$ cat src/verilog/sbd_map.svh
// Purpose: offsets, field positions and reset values for the branch decoder
// Assumes: 32-bit instruction words, byte addressing
// Notes:   definitions only
`ifndef SBD_MAP_SVH
`define SBD_MAP_SVH
// --------------------------------------------------------------
// instruction fields, first word
// --------------------------------------------------------------
`define SBD_CLASS_HI     31
`define SBD_CLASS_LO     30
`define SBD_CLASS_TC     2'h2
`define SBD_OPC_HI       29
`define SBD_OPC_LO       27
`define SBD_PHASE_MSG    26
`define SBD_PHASE_CD     25
`define SBD_PHASE_IO     24
`define SBD_REL_BIT      23
`define SBD_RSVD_BIT     22
`define SBD_CARRY_BIT    21
`define SBD_FLY_BIT      20
`define SBD_TF_BIT       19
`define SBD_CDATA_BIT    18
`define SBD_CPHASE_BIT   17
`define SBD_WAIT_BIT     16
`define SBD_MASK_HI      15
`define SBD_MASK_LO      8
`define SBD_DATA_HI      7
`define SBD_DATA_LO      0
// --------------------------------------------------------------
// addressing and reset values
// --------------------------------------------------------------
`define SBD_INSN_BYTES   32'h00000008
`define SBD_ADDR_RST     32'h00000000
`define SBD_REL_W        24
// --------------------------------------------------------------
// register port offsets (word aligned)
// --------------------------------------------------------------
`define SBD_REG_CTRL     8'h00
`define SBD_REG_STAT     8'h04
`define SBD_REG_RET      8'h08
`define SBD_REG_OPND     8'h0c
`define SBD_REG_FETCH    8'h10
`define SBD_REG_CARRY    8'h14
`endif

$ cat src/verilog/sbd_pkg.sv
// Purpose: shared types of the branch decoder
// Assumes: used with sbd_map.svh
// Notes:   types only
package sbd_pkg;
   typedef enum logic [2:0] {
      SBD_OP_JUMP = 3'h0,
      SBD_OP_CALL = 3'h1,
      SBD_OP_RET  = 3'h2,
      SBD_OP_INT  = 3'h3
   } sbd_opc_t;
   typedef enum logic [1:0] {
      SBD_ST_IDLE,
      SBD_ST_WAIT,
      SBD_ST_HALT
   } sbd_state_t;
endpackage

$ cat src/verilog/sbd_cond_if.sv
// Purpose: carries the condition inputs from the top to the evaluator
// Assumes: single clock domain
// Notes:   plain grouping of wires
`timescale 1ns/10ps
interface sbd_cond_if;
   logic [31:0] insn;
   logic [2:0]  phase_latched;
   logic [7:0]  first_byte;
   logic        atn;
   logic        carry;
   logic        target_mode;
   logic        take;
   logic        illegal;
   modport top  (output insn, phase_latched, first_byte, atn, carry, target_mode,
                 input take, illegal);
   modport eval (input insn, phase_latched, first_byte, atn, carry, target_mode,
                 output take, illegal);
endinterface

$ cat src/verilog/sbd_cond_eval.sv
// Purpose: evaluates the branch condition of a transfer-control word
// Assumes: inputs already synchronised to clk_sys
// Notes:   purely combinational
`timescale 1ns/10ps
`include "sbd_map.svh"
module sbd_cond_eval (
   sbd_cond_if.eval c
);
   import sbd_pkg::*;
   // ------------------------------------------------------------
   // field decode
   // ------------------------------------------------------------
   wire       tf_bit   = c.insn[`SBD_TF_BIT];
   wire       cdata    = c.insn[`SBD_CDATA_BIT];
   wire       cphase   = c.insn[`SBD_CPHASE_BIT];
   wire       ctest    = c.insn[`SBD_CARRY_BIT];
   wire [7:0] mask     = c.insn[`SBD_MASK_HI:`SBD_MASK_LO];
   wire [7:0] dbyte    = c.insn[`SBD_DATA_HI:`SBD_DATA_LO];
   wire [2:0] want_ph  = {c.insn[`SBD_PHASE_MSG], c.insn[`SBD_PHASE_CD],
                          c.insn[`SBD_PHASE_IO]};
   wire [2:0] opc      = c.insn[`SBD_OPC_HI:`SBD_OPC_LO];
   // masked bits ignored in the data compare
   wire       data_eq  = ((dbyte ^ c.first_byte) & ~mask) == 8'h00;
   // target mode tests attention, initiator compares latched phase
   wire       ph_eq    = c.target_mode ? c.atn
                                       : (want_ph == c.phase_latched);
   // a disabled compare counts as a match so both must agree
   wire       all_eq   = (~cdata | data_eq) & (~cphase | ph_eq);
   // tf=0 needs every enabled compare false, so a split result never transfers
   wire       any_en   = cdata | cphase;
   wire       none_eq  = (~cdata | ~data_eq) & (~cphase | ~ph_eq);
   // carry test replaces the compares entirely
   wire       hit_t    = ctest ? c.carry : all_eq;
   wire       hit_f    = ctest ? ~c.carry : (any_en & none_eq);
   // no compare and tf=1 gives unconditional; tf=0 gives no-op
   assign c.take    = tf_bit ? hit_t : hit_f;
   // carry with data or phase compare, or undefined opcode
   assign c.illegal = (opc > 3'h3) | (ctest & (cdata | cphase));
endmodule

$ cat src/verilog/sbd_branch_top.sv
// Purpose: transfer-control decode and execute for the script sequencer
// Assumes: fetch logic presents each two-word instruction with insn_valid
// Notes:   register port: addr, wdata, wr, rd, rdata one cycle later
`timescale 1ns/10ps
`include "sbd_map.svh"
module sbd_branch_top (
   input  wire logic        clk_sys,
   input  wire logic        reset_n,
   // instruction from fetch
   input  wire logic        insn_valid,
   input  wire logic [31:0] insn_word0,
   input  wire logic [31:0] insn_word1,
   input  wire logic [31:0] insn_addr,
   // select/reselect result for the i/o class
   input  wire logic        io_done,
   input  wire logic        io_failed,
   // scsi side (pins)
   input  wire logic [2:0]  phase_pins,
   input  wire logic        phase_valid_pin,
   input  wire logic        atn_pin,
   input  wire logic [7:0]  rx_byte,
   input  wire logic        rx_first,
   input  wire logic        rx_is_in,
   // alu carry events
   input  wire logic        alu_carry_we,
   input  wire logic        alu_carry_val,
   // register port
   input  wire logic [7:0]  reg_addr,
   input  wire logic [31:0] reg_wdata,
   input  wire logic        reg_wr,
   input  wire logic        reg_rd,
   output logic [31:0]      reg_rdata,
   // results
   output logic             fetch_valid,
   output logic [31:0]      fetch_addr,
   output logic             busy,
   output logic             host_irq,
   output logic             nonhalting_interrupt_flag,
   output logic             illegal_irq
);
   import sbd_pkg::*;

   // ------------------------------------------------------------
   // pin synchronisers
   // ------------------------------------------------------------
   logic [13:0] sync1_ff;
   logic [13:0] sync2_ff;
   // first stage read only by the second stage
   always_ff @(posedge clk_sys or negedge reset_n) begin
      if (!reset_n) begin
         sync1_ff <= 14'h0000;
         sync2_ff <= 14'h0000;
      end else begin
         sync1_ff <= {phase_pins, phase_valid_pin, atn_pin, rx_byte, rx_first};
         sync2_ff <= sync1_ff;
      end
   end
   wire [2:0] s_phase  = sync2_ff[13:11];
   wire       s_pvalid = sync2_ff[10];
   wire       s_atn    = sync2_ff[9];
   wire [7:0] s_byte   = sync2_ff[8:1];
   wire       s_first  = sync2_ff[0];

   // ------------------------------------------------------------
   // state registers
   // ------------------------------------------------------------
   sbd_state_t  state_ff;
   sbd_state_t  nxt_state;
   logic [2:0]  phase_ff;
   logic        phase_new_ff;
   logic [7:0]  fbyte_ff;
   logic        carry_ff;
   logic        tmode_ff;
   logic [31:0] ret_ff;
   logic [31:0] instruction_operand_reg_ff;
   logic [31:0] insn_ff;
   logic [31:0] iaddr_ff;
   logic        fvalid_ff;
   logic [31:0] faddr_ff;
   logic        irq_ff;
   logic        fly_ff;
   logic        ill_ff;
   logic [31:0] rdata_ff;
   logic        busy_ff;

   // ------------------------------------------------------------
   // condition evaluation
   // ------------------------------------------------------------
   sbd_cond_if cif ();
   assign cif.insn          = (state_ff == SBD_ST_WAIT) ? insn_ff : insn_word0;
   assign cif.phase_latched = phase_ff;
   assign cif.first_byte    = fbyte_ff;
   assign cif.atn           = s_atn;
   assign cif.carry         = carry_ff;
   assign cif.target_mode   = tmode_ff;
   sbd_cond_eval u_eval (
      .c (cif)
   );

   // ------------------------------------------------------------
   // decode
   // ------------------------------------------------------------
   wire        is_tc     = insn_word0[`SBD_CLASS_HI:`SBD_CLASS_LO] == `SBD_CLASS_TC;
   wire        new_tc    = insn_valid & is_tc & (state_ff == SBD_ST_IDLE);
   // wait only in initiator mode, until an unserviced phase change
   wire        want_wait = new_tc & insn_word0[`SBD_WAIT_BIT] & ~tmode_ff
                           & ~phase_new_ff;
   wire        wait_done = (state_ff == SBD_ST_WAIT) & phase_new_ff;
   wire        eval_now  = (new_tc & ~want_wait) | wait_done;
   wire [31:0] cur_w0    = (state_ff == SBD_ST_WAIT) ? insn_ff : insn_word0;
   wire [31:0] cur_w1    = (state_ff == SBD_ST_WAIT) ? instruction_operand_reg_ff
                                                     : insn_word1;
   wire [31:0] cur_addr  = (state_ff == SBD_ST_WAIT) ? iaddr_ff : insn_addr;
   wire [2:0]  opc       = cur_w0[`SBD_OPC_HI:`SBD_OPC_LO];
   wire        seq_en    = eval_now & ~cif.illegal;
   wire        taken     = seq_en & cif.take;
   wire [31:0] seq_addr  = cur_addr + `SBD_INSN_BYTES;
   // signed offset from the instruction pointer
   wire [31:0] rel_off   = {{(32-`SBD_REL_W){cur_w1[`SBD_REL_W-1]}},
                            cur_w1[`SBD_REL_W-1:0]};
   wire [31:0] tgt_addr  = cur_w0[`SBD_REL_BIT] ? (cur_addr + rel_off)
                                                : cur_w1;
   wire        do_call   = taken & (opc == SBD_OP_CALL);
   wire        do_int    = taken & (opc == SBD_OP_INT);
   wire        int_halt  = do_int & ~cur_w0[`SBD_FLY_BIT];
   wire        int_fly   = do_int & cur_w0[`SBD_FLY_BIT];

   // next fetch address; operand ignored for return and interrupt
   logic [31:0] br_addr;
   always_comb begin
      br_addr = seq_addr;
      if (taken) begin
         unique case (opc)
            SBD_OP_JUMP: br_addr = tgt_addr;
            SBD_OP_CALL: br_addr = tgt_addr;
            SBD_OP_RET:  br_addr = ret_ff;
            default:     br_addr = seq_addr;
         endcase
      end
   end
   // i/o class failure branches to the second word
   wire        io_fetch  = io_done & (state_ff == SBD_ST_IDLE);
   wire [31:0] io_addr   = io_failed ? insn_word1 : insn_addr + `SBD_INSN_BYTES;
   // register strobes, declared here since the state machine reads resume
   wire        ctrl_wr     = reg_wr & (reg_addr == `SBD_REG_CTRL);
   wire        ctrl_resume = ctrl_wr & reg_wdata[0];
   wire        stat_clr    = reg_wr & (reg_addr == `SBD_REG_STAT);

   // ------------------------------------------------------------
   // sequencer state machine
   // ------------------------------------------------------------
   always_comb begin
      nxt_state = state_ff;
      unique case (state_ff)
         SBD_ST_IDLE: if (want_wait) nxt_state = SBD_ST_WAIT;
                      else if (int_halt | (new_tc & cif.illegal)) nxt_state = SBD_ST_HALT;
         SBD_ST_WAIT: if (wait_done & (int_halt | cif.illegal)) nxt_state = SBD_ST_HALT;
                      else if (wait_done) nxt_state = SBD_ST_IDLE;
         SBD_ST_HALT: if (ctrl_resume) nxt_state = SBD_ST_IDLE;
      endcase
   end

   // ------------------------------------------------------------
   // register port decode
   // ------------------------------------------------------------
   logic [31:0] rd_mux;
   always_comb begin
      unique case (reg_addr)
         `SBD_REG_CTRL:  rd_mux = {31'h00000000, tmode_ff};
         `SBD_REG_STAT:  rd_mux = {26'h0000000, phase_new_ff, state_ff == SBD_ST_HALT,
                                   ill_ff, fly_ff, irq_ff, carry_ff};
         `SBD_REG_RET:   rd_mux = ret_ff;
         `SBD_REG_OPND:  rd_mux = instruction_operand_reg_ff;
         `SBD_REG_FETCH: rd_mux = faddr_ff;
         `SBD_REG_CARRY: rd_mux = {31'h00000000, carry_ff};
         default:        rd_mux = 32'h00000000;
      endcase
   end

   // ------------------------------------------------------------
   // phase latch and first byte
   // ------------------------------------------------------------
   // compared byte: inbound phases for initiator, outbound for target
   wire byte_ok = s_first & (tmode_ff ? ~rx_is_in : rx_is_in);
   wire ph_chg  = s_pvalid & (s_phase != phase_ff);
   always_ff @(posedge clk_sys or negedge reset_n) begin
      if (!reset_n) begin
         phase_ff     <= 3'h0;
         phase_new_ff <= 1'b0;
         fbyte_ff     <= 8'h00;
      end else begin
         if (s_pvalid) phase_ff <= s_phase;
         // a new change wins over the service clear
         phase_new_ff <= ph_chg | (phase_new_ff & ~eval_now);
         if (byte_ok) fbyte_ff <= s_byte;
      end
   end

   // ------------------------------------------------------------
   // carry, mode and return address
   // ------------------------------------------------------------
   // only the alu's add/set/clear events move the carry
   always_ff @(posedge clk_sys or negedge reset_n) begin
      if (!reset_n) begin
         carry_ff <= 1'b0;
         tmode_ff <= 1'b0;
         ret_ff   <= `SBD_ADDR_RST;
      end else begin
         if (alu_carry_we) carry_ff <= alu_carry_val;
         if (ctrl_wr) tmode_ff <= reg_wdata[1];
         if (do_call) ret_ff <= seq_addr;
      end
   end

   // ------------------------------------------------------------
   // instruction hold and results
   // ------------------------------------------------------------
   // operand word is loaded for every transfer-control word taken in the idle state
   always_ff @(posedge clk_sys or negedge reset_n) begin
      if (!reset_n) begin
         insn_ff                    <= 32'h00000000;
         instruction_operand_reg_ff <= 32'h00000000;
         iaddr_ff                   <= `SBD_ADDR_RST;
         state_ff                   <= SBD_ST_IDLE;
         busy_ff                    <= 1'b0;
      end else begin
         state_ff <= nxt_state;
         // busy taken from a flop so the output carries no decode
         busy_ff  <= nxt_state != SBD_ST_IDLE;
         if (new_tc) begin
            insn_ff                    <= insn_word0;
            instruction_operand_reg_ff <= insn_word1;
            iaddr_ff                   <= insn_addr;
         end
      end
   end

   // outputs registered; a clear loses to a same-cycle set
   always_ff @(posedge clk_sys or negedge reset_n) begin
      if (!reset_n) begin
         fvalid_ff <= 1'b0;
         faddr_ff  <= `SBD_ADDR_RST;
         irq_ff    <= 1'b0;
         fly_ff    <= 1'b0;
         ill_ff    <= 1'b0;
         rdata_ff  <= 32'h00000000;
      end else begin
         fvalid_ff <= (seq_en & ~int_halt) | io_fetch;
         if (seq_en & ~int_halt) faddr_ff <= br_addr;
         else if (io_fetch) faddr_ff <= io_addr;
         irq_ff   <= int_halt | (irq_ff & ~(stat_clr & reg_wdata[1]));
         fly_ff   <= int_fly | (fly_ff & ~(stat_clr & reg_wdata[2]));
         ill_ff   <= (eval_now & cif.illegal)
                     | (ill_ff & ~(stat_clr & reg_wdata[3]));
         rdata_ff <= reg_rd ? rd_mux : 32'h00000000;
      end
   end

   assign reg_rdata                 = rdata_ff;
   assign fetch_valid               = fvalid_ff;
   assign fetch_addr                = faddr_ff;
   assign busy                      = busy_ff;
   assign host_irq                  = irq_ff;
   assign nonhalting_interrupt_flag = fly_ff;
   assign illegal_irq               = ill_ff;
endmodule

$ cat config.mk
export PLATFORM = sky130hd
export DESIGN_NAME = sbd_branch_top
export DESIGN_NICKNAME = d
export VERILOG_FILES = /design/src/verilog/sbd_pkg.sv /design/src/verilog/sbd_cond_if.sv /design/src/verilog/sbd_cond_eval.sv /design/src/verilog/sbd_branch_top.sv
export VERILOG_INCLUDE_DIRS = /design/src /design/src/verilog
export SDC_FILE = /design/constraint.sdc
export NUM_CORES = 1
export LEC_CHECK = 0
export BUFFER_PORTS_ARGS = -buffer_cell sky130_fd_sc_hd__clkbuf_2
export CORE_MARGIN = 1
export CORE_UTILIZATION = 58
export DETAILED_ROUTE_END_ITERATION = 10
export GPL_ROUTABILITY_DRIVEN = 0
export PLACE_DENSITY_LB_ADDON = 0.08
export SETUP_SLACK_MARGIN = 0.05
export SYNTH_ARGS = -nofsm -noshare
export SYNTH_HDL_FRONTEND = slang
export SYNTH_SLANG_ARGS = --single-unit
export TNS_END_PERCENT = 100
$ cat constraint.sdc
create_clock -name clk_sys -period 6 [get_ports clk_sys]
set_clock_uncertainty 0.1 [all_clocks]
set_input_delay 1.2 -clock clk_sys [delete_from_list [all_inputs] [get_ports clk_sys]]
set_output_delay 1.2 -clock clk_sys [all_outputs]
set_load 0.005 [all_outputs]
==> impl_metrics.yaml <==
power_and_ir_drop:
  ir_drop_v: 0.0002822
  powerDensity_mw_per_mm2: 485.4
  cellLeakagePower_nw: 7.781
  total_power_mw: 8.304
placement:
  place_ws_ns: 0.9895
  post-dp-hpwl_mm: 30.90
  placed_area_mm2: 0.01623
  numPortBuffers: 199
global_routing:
  antenna_found_initial: 2
  grt.total_usage: 0.3492
  grt_overflow: 0
  grt_first_pass_wirelength_mm: 73.23
  grt_max_degree: 122
  grt_pass1_vias: 13707
drt:
  dr.first_iter.drc_count: 1486
  totalWireLength_mm: 46.08
  routed-via-count: 14020
  drc: 0
  first_pass_iters: 9
  ant_nets: 0
  via_per_inst: 6.312
  routedWlPerCell_um: 20.75
clock_network:
  postCtsHoldBufs: 0
  clock_latency_ns: 0.54
  clkTransAtPathRegs_ns: 0.06
  clock_path_buffers: 3
  ctsRootBufferMaster: "clkbuf_16"
  h-tree-depth: 1
  numCtsBuffers: 26
  clock_sinks: 237
  post_cts_buffers: 0
  ctsResizeCount: 0
  cts_tree: "done"
sta:
  drv_slew: 0
  slew_headroom: 0.2112
  max_freq_mhz: 196.4
  tightestPinTransition_ns: 1.183
  finalHoldViolCount: 0
  fin_ws_ns: 0.9077
  setup_violations: 0
  hold_ws_ns: 0.2419
  rsz0062_at_grt: "false"
  tns_ns: 0
  period_share: 0.8487
  min_period_ns: 5.092
yosys:
  seq_area_frac_synth: 0.3939
  netlist_area_mm2: 0.01505
  netlist_instances: 1728
  ys_async_sr_fraction: 1.000
  syn-num-nets: 1925
  synth_enable_flop_cells: 0
  yosys_warnings: 0
  avgSynthCellArea_um2: 8.712
  ys_seq_elements: 237
  synth_cell_types: 73
  yosys_most_used_dff: "dfrtp_1"
die:
  dieArea_mm2: 0.02660
  die_h_um: 163.1
  die_w_um: 163.1
  fp-row-count: 58
  core_mm2: 0.02533
  io_pins: 229
  start_util: 0.5944
cells_and_area:
  seqCellArea_mm2: 0.005931
  final_common_cell: "nand2_1"
  fill_cells: 2086
  fin_area_mm2: 0.01711
  drive_above_1_share: 0.1984
  area_growth_pct: 13.63
  mostFrequentLayoutCells: "nand2_1, dfrtp_1, clkbuf_2"
  multi_input_area_mm2: 0.008551
  nets: 2067
critical_path:
  r2r-end: "fetch_addr[4]"
  startpoint: "state_ff[1]"
  rrSetupSlack_ns: 0.91
  start_kind: "flip-flop"
  crit_chain: "inv_1 -> ha_4 -> buf_4 -> nand2b_1 -> a2bb2oi_1 -> nor2b_2 -> buf_4 -> inv_1 -> a2111o_1 -> or4_1 -> and2_2 -> a31oi_1"
  worst-path-max-fanout: 59
  crit_end: "fetch_addr[4]"
  crit_path_end_kind: "flip-flop"
  worst_r2r_path_depth: 12
  cp.arrival_ns: 5.43
  required_ns: 6.34
  worstSetupPathType: "reg -> reg"
  crit_path_max_incr_delay_ns: 0.95
  crit_path_top_delay_cell: "or4_1"
  r2r_start: "state_ff[1]"
run_status:
  status: "complete, no violations"
hold_path:
  hold_class: "reg -> reg"
run:
  drv_cap: 0
-- layer usage --
layer,vias up,track usage,wire length [um]
li1,6471,-,-
met1,6765,0.4682,19380
met2,687,0.5739,21470
met3,95,0.06374,4164
met4,2,0.1062,1047
met5,-,0,13
-- metrics by stage --
step	util	std cells
final	0.6754	2221
after detailed placement	0.6407	2172
after floorplan	-	1728
after global placement	0.6407	2172
after global routing	0.6753	2220
after CTS	0.6753	2220
-- sequential cells by signal (all words and copies together) (netlist names), 2 cells and up --
register,count
cif.first_byte,8
cif.phase_latched,3
fetch_addr,32
iaddr_ff,32
insn_ff,28
instruction_operand_reg_ff,32
reg_rdata,32
ret_ff,32
state_ff,2
sync1_ff,14
sync2_ff,14
-- worst min path at each step --
stage | end | slack, ns | cells past startpoint | startpoint
floorplan | sync2_ff[0] | 0.23 | 0 | sync1_ff[0]
global placement | sync2_ff[3] | 0.23 | 0 | sync1_ff[3]
detailed placement | sync2_ff[2] | 0.23 | 0 | sync1_ff[2]
CTS | sync2_ff[4] | 0.24 | 0 | sync1_ff[4]
global route | sync2_ff[4] | 0.25 | 0 | sync1_ff[4]
finish | sync2_ff[4] | 0.24 | 0 | sync1_ff[4]
-- report_power, final --
part           leakage [nW]  total (mW)  switching, mW  internal (mW)
sequential             2.99        2.62          0.464           2.15
clock                 0.426        1.64          0.665          0.978
combinational          4.37        4.04           2.38           1.66
-- layout make-up --
cell class | instances | area share
clock buffer | 45 | 0.04871
antenna | 1 | 0.0001463
multi-input combinational | 1349 | 0.4999
clock inverter | 3 | 0.002487
timing repair buffer | 226 | 0.07139
tap | 330 | 0.02414
inverter | 30 | 0.006583
sequential | 237 | 0.3467
-- cells in the mapped netlist, types with 6 or more instances --
cell type  number  area, um2
nand2_1       409       1535
dfrtp_1       237       5931
o21ai_0       107      535.5
a21oi_1        94      470.5
clkbuf_1       92      345.3
nor2_1         92      345.3
xnor2_1        69      604.3
mux2_2         59      664.4
mux2i_1        47      470.5
a31oi_1        41      256.5
nand3_1        37      185.2
ha_1           36      450.4
a222oi_1       33      330.3
mux2_4         30      450.4
inv_1          29      108.9
nor3_1         25      125.1
a221oi_1       22      192.7
nand4_1        19      118.9
xor2_1         19      166.4
and3_1         15      93.84
a21o_1         14      105.1
or3_1          14      87.58
a22oi_1        12      90.09
and2_1         11      68.82
nand2b_1       11      68.82
nand3b_1       11      82.58
buf_6           9      101.4
a211oi_1        8      60.06
o22ai_1         8      50.05
nor4_1          7      43.79
a22o_1          6      52.55
nor3b_1         6      45.04
o211ai_1        6      45.04
-- critical path: cells and delay by family (launching register included) --
family                     cells  cell delay, ns
DFF                            1            0.41
and+or+nand+nor                4            1.88
buffers and inverters          4            0.99
adders and majority gates      1            0.74
AOI/OAI and AO/OA              3            0.86
-- cells by family after synthesis --
family / after synthesis / share of synthesized area
xor gates and xnor gates: 88 / 0.05120
and+or+nand+nor: 687 / 0.2028
DFF: 237 / 0.3939
AOI/OAI and AO/OA: 401 / 0.1743
buffers and inverters: 142 / 0.04122
muxes: 136 / 0.1053
adders and majority gates: 37 / 0.03125
(Power assumes the default switching activity.)
